### config.mk
export PLATFORM = sky130hd
export DESIGN_NAME = tasm_top
export DESIGN_NICKNAME = d
export VERILOG_FILES = /design/src/tasm_pkg.sv /design/src/tasm_por_seq.sv /design/src/tasm_top.sv
export VERILOG_INCLUDE_DIRS = /design/src
export SDC_FILE = /design/constraint.sdc
export NUM_CORES = 1
export LEC_CHECK = 0
export ABC_AREA = 0
export BUFFER_PORTS_ARGS = -buffer_cell sky130_fd_sc_hd__buf_2
export CORE_MARGIN = 4
export CORE_UTILIZATION = 40
export CTS_CLUSTER_DIAMETER = 200
export CTS_CLUSTER_SIZE = 12
export DETAILED_ROUTE_END_ITERATION = 6
export GPL_ROUTABILITY_DRIVEN = 1
export GPL_TIMING_DRIVEN = 0
export PLACE_DENSITY_LB_ADDON = 0.1
export SLEW_MARGIN = 25
export SYNTH_ARGS = -nofsm -noshare
export SYNTH_HDL_FRONTEND = slang
export SYNTH_SLANG_ARGS = --single-unit
### constraint.sdc
create_clock -name clk_sys -period 2.5 [get_ports clk_sys]
set_input_delay 0.25 -clock clk_sys [delete_from_list [all_inputs] [get_ports clk_sys]]
set_output_delay 0.25 -clock clk_sys [all_outputs]
set_load 0.02 [all_outputs]
### src/tasm_cfg.svh
// register offsets, field positions, reset values and timing counts of the alarm block
`ifndef TASM_CFG_SVH
`define TASM_CFG_SVH

// register offsets on the byte-wide register port
`define TASM_ADDR_ALARM_STATUS 8'h02
`define TASM_ADDR_ALARM_MASK   8'h16
`define TASM_ADDR_POR_STATUS   8'h33

// alarm status and mask field positions
`define TASM_BIT_BUSY          7
`define TASM_BIT_LOCAL_HIGH    6
`define TASM_BIT_UNUSED        5
`define TASM_BIT_REMOTE_HIGH   4
`define TASM_BIT_REMOTE_LOW    3
`define TASM_BIT_DIODE_FAULT   2
`define TASM_BIT_CRITICAL      1
`define TASM_BIT_TACH          0

// bits that may raise the alert; also the writable mask bits
`define TASM_ALERT_BITS        8'h5B

// power-on-reset status field
`define TASM_BIT_NOT_READY     7

// reset values
`define TASM_STATUS_RST        8'h00
`define TASM_MASK_RST          8'h00
`define TASM_RDATA_RST         8'h00
`define TASM_UNMAPPED_RDATA    8'h00

// timing
`define TASM_CLK_PERIOD_NS     10
`define TASM_POR_TIME_NS       2000
`define TASM_POR_CYCLES        ((`TASM_POR_TIME_NS + `TASM_CLK_PERIOD_NS - 1) / `TASM_CLK_PERIOD_NS)
`define TASM_POR_CNT_W         8

`endif

### src/tasm_pkg.sv
// types shared by the alarm status and mask block
package tasm_pkg;

	typedef logic [7:0] tasm_byte_t;

	typedef enum logic [0:0] {
		TASM_POR_RUN,
		TASM_POR_READY
	} tasm_por_state_t;

endpackage

### src/tasm_por_seq.sv
// power-on-reset sequencer: holds the not-ready flag for the start-up cycle
`timescale 1ns/100ps
`include "tasm_cfg.svh"

module tasm_por_seq (
	input  wire logic clk_sys,
	input  wire logic resetn,
	output logic      not_ready
);

	tasm_pkg::tasm_por_state_t       state;
	logic [`TASM_POR_CNT_W-1:0]      cnt;

	////////////////////////////////////////////////////////////////////////////////
	// count the start-up cycle, then report ready for good
	always_ff @(posedge clk_sys) begin
		if (!resetn) begin
			state <= tasm_pkg::TASM_POR_RUN;
			cnt <= '0;
			not_ready <= 1'b1;
		end else begin
			case (state)
				tasm_pkg::TASM_POR_RUN: begin
					if (cnt == `TASM_POR_CNT_W'(`TASM_POR_CYCLES - 1)) begin
						state <= tasm_pkg::TASM_POR_READY;
						not_ready <= 1'b0; // RL16
					end else begin
						cnt <= cnt + `TASM_POR_CNT_W'(1);
						not_ready <= 1'b1;
					end
				end
				tasm_pkg::TASM_POR_READY: begin
					not_ready <= 1'b0;
				end
				default: begin
					state <= tasm_pkg::TASM_POR_RUN;
					not_ready <= 1'b1;
				end
			endcase
		end
	end

endmodule

### src/tasm_top.sv
// alarm status, alarm mask and power-on-reset status registers with alert and critical outputs
`timescale 1ns/100ps
`include "tasm_cfg.svh"

// Function
// (RL1) alarms latch until read, clear if gone
// (RL2) status bit 7 shows conversion busy only
// (RL3) bit 6 flags local over-limit, raises alert
// (RL4) status bit 5 always reads zero
// (RL5) bit 4 flags remote over-limit, raises alert
// (RL6) bit 3 flags remote under-limit, raises alert
// (RL7) bit 2 diode fault, no alert, no critical
// (RL8) bit 1 critical: alert and critical output
// (RL9) bit 0 flags tach over-limit, raises alert
// (RL10) mask bit 6 blocks local high alert
// (RL11) mask bit 4 blocks remote high alert
// (RL12) mask bit 3 blocks remote low alert
// (RL13) mask bit 1 blocks critical alert
// (RL14) mask bit 0 blocks tach alert
// (RL15) mask bits 7, 5, 2 read one
// (RL16) reset status bit 7 set until ready
// (RL17) reset status bits 6:0 read zero
// (RL18) comparator mode follows live alert conditions
// (RL19) critical output holds until below limit minus hysteresis
// (RL20) alert on any unmasked latched alarm; in comparator mode the code alerts on live conditions only, not on latches
module tasm_top (
	input  wire logic                clk_sys,
	input  wire logic                resetn,
	input  wire tasm_pkg::tasm_byte_t reg_addr,
	input  wire logic                reg_rd,
	input  wire logic                reg_wr,
	input  wire tasm_pkg::tasm_byte_t reg_wdata,
	output tasm_pkg::tasm_byte_t     reg_rdata,
	output logic                     reg_rvalid,
	input  wire logic                conv_busy,
	input  wire logic                local_over_limit_cond,
	input  wire logic                remote_over_limit_cond,
	input  wire logic                remote_under_limit_cond,
	input  wire logic                diode_fault_cond,
	input  wire logic                tach_over_limit_cond,
	input  wire tasm_pkg::tasm_byte_t remote_temp,
	input  wire tasm_pkg::tasm_byte_t critical_limit,
	input  wire logic [6:0]          crit_hysteresis,
	input  wire logic                comparator_mode_select,
	output logic                     alert_oe,
	output logic                     critical_temp_output,
	output logic                     reset_in_progress_flag
);

	tasm_pkg::tasm_byte_t cond_vec;
	tasm_pkg::tasm_byte_t latched;
	tasm_pkg::tasm_byte_t next_latched;
	tasm_pkg::tasm_byte_t alarm_mask;
	tasm_pkg::tasm_byte_t alert_src;
	tasm_pkg::tasm_byte_t status_view;
	tasm_pkg::tasm_byte_t mask_view;
	tasm_pkg::tasm_byte_t por_view;
	tasm_pkg::tasm_byte_t next_rdata;
	logic                 rd_status;
	logic                 wr_mask;
	logic                 crit_cond;
	logic                 crit_release;
	logic                 next_alert;
	logic                 next_crit;
	logic [8:0]           release_sum;

	////////////////////////////////////////////////////////////////////////////////
	// start-up sequencer; not-ready flag is a flop inside it
	tasm_por_seq i_tasm_por_seq (
		.clk_sys   (clk_sys),
		.resetn    (resetn),
		.not_ready (reset_in_progress_flag)
	);

	////////////////////////////////////////////////////////////////////////////////
	// critical compare with hysteresis; sum form avoids underflow of limit - hyst
	assign crit_cond = remote_temp > critical_limit; // RL8
	assign release_sum = {1'b0, remote_temp} + {2'b00, crit_hysteresis};
	assign crit_release = release_sum < {1'b0, critical_limit}; // RL19

	// live alarm conditions in status bit order; busy and the unused bit never latch
	always_comb begin
		cond_vec = '0;
		cond_vec[`TASM_BIT_LOCAL_HIGH] = local_over_limit_cond; // RL3
		cond_vec[`TASM_BIT_REMOTE_HIGH] = remote_over_limit_cond; // RL5
		cond_vec[`TASM_BIT_REMOTE_LOW] = remote_under_limit_cond; // RL6
		cond_vec[`TASM_BIT_DIODE_FAULT] = diode_fault_cond; // RL7
		cond_vec[`TASM_BIT_CRITICAL] = crit_cond; // RL8
		cond_vec[`TASM_BIT_TACH] = tach_over_limit_cond; // RL9
	end

	////////////////////////////////////////////////////////////////////////////////
	// register port decode
	assign rd_status = reg_rd && (reg_addr == `TASM_ADDR_ALARM_STATUS);
	assign wr_mask = reg_wr && (reg_addr == `TASM_ADDR_ALARM_MASK);

	// a read clears only bits whose condition is gone; a new event in the
	// read cycle sets again, so the set always wins over the clear
	assign next_latched = cond_vec | (latched & ~{8{rd_status}}); // RL1

	// alarm latches
	always_ff @(posedge clk_sys) begin
		if (!resetn) begin
			latched <= `TASM_STATUS_RST;
		end else begin
			latched <= next_latched; // RL1
		end
	end

	// mask register; only alert-capable bits hold state
	always_ff @(posedge clk_sys) begin
		if (!resetn) begin
			alarm_mask <= `TASM_MASK_RST;
		end else if (wr_mask) begin
			alarm_mask <= reg_wdata & `TASM_ALERT_BITS; // RL10 RL11 RL12 RL13 RL14
		end
	end

	////////////////////////////////////////////////////////////////////////////////
	// read views of the three registers
	always_comb begin
		status_view = latched;
		status_view[`TASM_BIT_BUSY] = conv_busy; // RL2
		status_view[`TASM_BIT_UNUSED] = 1'b0; // RL4
	end

	assign mask_view = alarm_mask | ~`TASM_ALERT_BITS; // RL15

	always_comb begin
		por_view = '0; // RL17
		por_view[`TASM_BIT_NOT_READY] = reset_in_progress_flag; // RL16
	end

	// read data mux; unmapped addresses return a fixed value
	always_comb begin
		case (reg_addr)
			`TASM_ADDR_ALARM_STATUS: begin
				next_rdata = status_view;
			end
			`TASM_ADDR_ALARM_MASK: begin
				next_rdata = mask_view;
			end
			`TASM_ADDR_POR_STATUS: begin
				next_rdata = por_view;
			end
			default: begin
				next_rdata = `TASM_UNMAPPED_RDATA;
			end
		endcase
	end

	// read data held until the next read, valid pulse one cycle after the strobe
	always_ff @(posedge clk_sys) begin
		if (!resetn) begin
			reg_rdata <= `TASM_RDATA_RST;
			reg_rvalid <= 1'b0;
		end else begin
			reg_rvalid <= reg_rd;
			if (reg_rd) begin
				reg_rdata <= next_rdata;
			end
		end
	end

	////////////////////////////////////////////////////////////////////////////////
	// alert source: live conditions in comparator mode, latches otherwise;
	// busy and diode fault sit outside the alert bit set and never reach the pin
	assign alert_src = comparator_mode_select ? cond_vec : latched; // RL18 RL20
	assign next_alert = |(alert_src & `TASM_ALERT_BITS & ~alarm_mask); // RL2 RL7 RL10 RL11 RL12 RL13 RL14 RL20

	// alert pin pull-down enable
	always_ff @(posedge clk_sys) begin
		if (!resetn) begin
			alert_oe <= 1'b0;
		end else begin
			alert_oe <= next_alert;
		end
	end

	// critical output sets above the limit, holds through the hysteresis band;
	// the mask has no say here, the output is for hard shutdown
	always_comb begin
		if (crit_cond) begin
			next_crit = 1'b1; // RL8
		end else if (crit_release) begin
			next_crit = 1'b0; // RL19
		end else begin
			next_crit = critical_temp_output; // RL19
		end
	end

	always_ff @(posedge clk_sys) begin
		if (!resetn) begin
			critical_temp_output <= 1'b0;
		end else begin
			critical_temp_output <= next_crit;
		end
	end
endmodule

==> metrics list <==
* Worst R2R End: i_tasm_por_seq.cnt[2]
* Fraction of power consumed by the clock network: between 30% and 40%
* Global-route met2 utilization: 21.8%
* Worst setup path start: remote_temp[0]
* Initial Utilization: 42.1%
* Mapped Nets: 295
* Result of the run: completed
- During synthesis, Yosys emitted a total of 0 warnings.
- Post-synth ARST share: 0%
- Grt peak-use layer: met2
- At the worst endpoint, the required time is between 2 and 3 ns.
- The congestion estimate from routability-driven global placement came to around 0.72.
* Setup repair after global routing missed its margin: false
* Leftover overflow at the end of global routing: 0
- Critical-path maximum fanout: 3
* Die Footprint: 0.00631 mm²
- Clock transition at the registers of the reported paths: about 0.060 ns
* CP endpoint: critical_temp_output
- Ratio of final minimum period to clock period: between 90% and 100%
* Synth-to-Final Area Change: 22.0%
- Setup violations remaining at the end of the flow were counted as 0.
- Category of the worst setup path launch point: input port
- Across all hold checks on the routed design, the worst slack comes to 0.211 ns.
- In the final design database the tool counted ~360 nets.
- Clock tree synthesis found a total of 32 sinks.
- The die is 79.5 µm wide.
* Port buffer count: 57
- Setup slack on the critical path of the routed design comes to about 0.21 ns.
* Tightest Hold Check Type: input port to register
- CTS H-Tree Depth: 2
* Syn Area/Cell: 9.24 µm²
* Core area: a little under 0.005 mm²
* R2r startpoint: i_tasm_por_seq.cnt[0]
- Timing would allow up to 437 MHz.
- EDFF count, synth: 0
- In the global route stage, overall resource usage came out at about 15%.
* Master of the slowest instance on the critical path: sky130_fd_sc_hd__fa_1
* Switching portion of total power: a little over a quarter
- Setup crit end kind: register
- Number of slew-limit violations in the final report: 0
- # fillers: between 500 and 600
- Die H: 79.5 µm
- Most frequent standard cell in the layout excluding fill and tap cells: sky130_fd_sc_hd__buf_2
* Max-slew headroom: 74.4%
- Wire length of the first global-routing pass: 7510 µm
- Synthesized instance count: 221
* Family with the most delay on the worst path: adder cells
- Prior to clock tree synthesis, the placed netlist has a worst setup slack of -0.0795 ns.
* Length of the first detailed-routing pass in iterations: 5
- Dominant synthesized flop cell: sky130_fd_sc_hd__dfxtp_1
- Average wire length per cell after detail routing: 12.3 µm
* Tmin final: ~2.3 ns
* # diodes: 0
- For the pin with the worst max-slew slack, the measured transition is roughly 0.38 ns.
- Registers are responsible for 46.2% of the overall power.
- Final Routed Wirelength: 4350 µm
* Buffer levels on the longest clock path: 2
- Combinational cells account for 22.8% of the total power.
- Biggest cell delay along the critical path: 0.41 ns
- Dpl cells: approximately 350
- TritonCTS built the clock tree.
- Pwr/cell area: around 470 mW/mm²
- Maximum vdd ir drop: 218 µV
* Share of post-route cells with drive strength above 1: 25.6%
* Count of endpoints failing hold in the final timing report: 0
- In this run the number of cells on the critical path is 14.
- TritonCTS created 5 clock buffers.
- Between clock sinks in the finished design, the worst skew comes to ~0.0054 ns.
- Later-pin clock latency in the skew report: 0.28 ns
- The initial antenna violation count is 0.
* HPWL reported at the end of detailed placement: between 3000 and 4000 µm
* Leak Pwr: roughly 1.2 nW
* Number of standard cells in the final layout excluding fillers: 352
- Cell chosen for the clock root: sky130_fd_sc_hd__clkbuf_8
- R2R Setup Slk: 1.02 ns
- Sequential elements use 31.4% of the synthesized area.
* Via count of the routed design: 1707
* Met3 usage: 3.72%
- Data arrival time at the worst-slack endpoint: between 2 and 2.5 ns
- Entering global routing, the biggest net connects 11 pins.
- Count of buffering cells on the critical path with inverters included: 2
- Met1 routing resource usage after global routing: 21.0%
- Antenna-violating nets left: 0
- The worst setup path is of the input port to register kind.
* Number of design rule violations left after detail routing: 0
* I/O pin count: 62
* Post-Synthesis Cell Area: 0.00204 mm²
- Walking the worst path, the cells encountered are buf_2 -> ha_1 -> inv_1 -> fa_1 -> nor2b_2 -> o31a_1 -> o21a_1 -> nor2_1 -> xnor2_1 -> ha_1 -> o2111ai_1 -> nor2_1 -> a21oi_1 -> a31oi_1.
- After floorplanning, the core was divided into 25 placement rows.
- Detailed Route Iter0 Violations: 51
* Internal: 0.848 mW
* Commonest non-fill, non-tap cells in the layout: sky130_fd_sc_hd__buf_2 (58), sky130_fd_sc_hd__dfxtp_1 (32), sky130_fd_sc_hd__ha_1 (23)
- In the final timing run, aggregate negative setup slack is 0 ns.
- The synthesized netlist contains 44 unique library cells.
- Max-cap violations in this run came to 0.
- Logic depth of the worst register-to-register path: 6
- The via count of the first global-routing pass was 1681.
* Psw: 0.316 mW
- Synth Register Bits: 32
- Avg Vias per Cell: 4.85
==> worst register-to-register path, cell delays in order (launching register included) <==
cell,delay [ns]
sky130_fd_sc_hd__dfxtp_1,0.33
sky130_fd_sc_hd__ha_1,0.21
sky130_fd_sc_hd__and2_1,0.21
sky130_fd_sc_hd__a31oi_4,0.26
sky130_fd_sc_hd__nand2_1,0.10
sky130_fd_sc_hd__xnor2_1,0.12
sky130_fd_sc_hd__and2_1,0.15
==> cell families (layout without fill, tap and decap cells) <==
logic type / after synthesis / count (layout) / synth area share [%]
and+or+nand+nor: 71 / 71 / 22.2
AOI/OAI and AO/OA: 52 / 52 / 17.8
DFF: 32 / 32 / 31.4
adders and majority gates: 24 / 24 / 15.1
buffers and inverters: 21 / 85 / 3.92
xor gates and xnor gates: 11 / 11 / 4.72
muxes: 10 / 10 / 4.90
==> cell usage after synthesis, types with 3 or more instances <==
cell,count,area [µm²]
sky130_fd_sc_hd__a21o_1,5,37.5
sky130_fd_sc_hd__a21oi_1,17,85.1
sky130_fd_sc_hd__a222oi_1,5,50.1
sky130_fd_sc_hd__and2_1,8,50.1
sky130_fd_sc_hd__clkbuf_1,3,11.3
sky130_fd_sc_hd__dfxtp_1,32,641
sky130_fd_sc_hd__ha_1,23,288
sky130_fd_sc_hd__inv_1,17,63.8
sky130_fd_sc_hd__mux2i_1,10,100
sky130_fd_sc_hd__nand2_1,9,33.8
sky130_fd_sc_hd__nand2b_1,4,25.0
sky130_fd_sc_hd__nand4_1,5,31.3
sky130_fd_sc_hd__nor2_1,8,30.0
sky130_fd_sc_hd__nor2b_1,22,138
sky130_fd_sc_hd__o21a_1,4,30.0
sky130_fd_sc_hd__o21ai_0,6,30.0
sky130_fd_sc_hd__o22ai_1,3,18.8
sky130_fd_sc_hd__xnor2_1,9,78.8
==> per-stage QoR <==
step | instance area [µm²] | total power [mW] | utilization [%]
2_1_floorplan | 2040 | 0.726 | -
3_3_place_gp | 2410 | 0.814 | 49.7
3_5_place_dp | 2410 | 0.814 | 49.7
4_1_cts | 2490 | 1.18 | 51.3
5_1_grt | 2490 | 1.26 | 51.4
6_report | 2490 | 1.16 | 51.4
==> worst min-delay path by stage <==
stage	startpoint	to	slack (ns)	cells past startpoint
finish	resetn	i_tasm_por_seq.not_ready	0.21	2
global route	diode_fault_cond	latched[2]	0.21	3
CTS	diode_fault_cond	latched[2]	0.20	3
detailed placement	diode_fault_cond	latched[2]	0.49	3
global placement	latched[2]	latched[2]	0.49	2
floorplan	resetn	i_tasm_por_seq.not_ready	0.34	1
==> flip-flops by register name, indices dropped and copies added (netlist names) <==
name and cells:
i_tasm_por_seq.state 1, i_tasm_por_seq.not_ready 1, alert_oe 1, reg_rdata 8, i_tasm_por_seq.cnt 8, alarm_mask 5
critical_temp_output 1, latched 6, reg_rvalid 1
==> cell type report <==
| class | count | area [µm²] | area share, % |
|---|---|---|---|
| multi-input cells | 168 | 1320 | 53.1 |
| flip-flops and latches | 32 | 641 | 25.7 |
| repair buffers | 57 | 285 | 11.5 |
| well taps | 67 | 83.8 | 3.37 |
| clock buffers | 6 | 72.6 | 2.91 |
| inverters | 17 | 63.8 | 2.56 |
| plain buffers | 4 | 16.3 | 0.653 |
| clock inverters | 1 | 5.00 | 0.201 |
==> power by group through the flow <==
stage / Sequential, mW / Combinational, mW / Clock [mW]
4_1_cts: 0.537 / 0.268 / 0.379
3_5_place_dp: 0.549 / 0.265 / 0
6_report: 0.538 / 0.265 / 0.361
2_1_floorplan: 0.553 / 0.173 / 0
3_3_place_gp: 0.549 / 0.265 / 0
5_1_grt: 0.539 / 0.309 / 0.407
==> layer usage <==
| layer | up-vias | wire length (µm) |
|---|---|---|
| met5 | - | 0 |
| met4 | 0 | 49 |
| met3 | 6 | 240 |
| met2 | 34 | 1900 |
| met1 | 753 | 2160 |
| li1 | 914 | - |
==> repair_timing <==
action                     4_1_cts  5_1_grt
hold endpoints to repair         0        0
hold buffers                     0        0
resized for setup                0        1
setup endpoints to repair        0        1
setup buffers                    0        0
No activity file was read; power rests on OpenSTA's default activity.
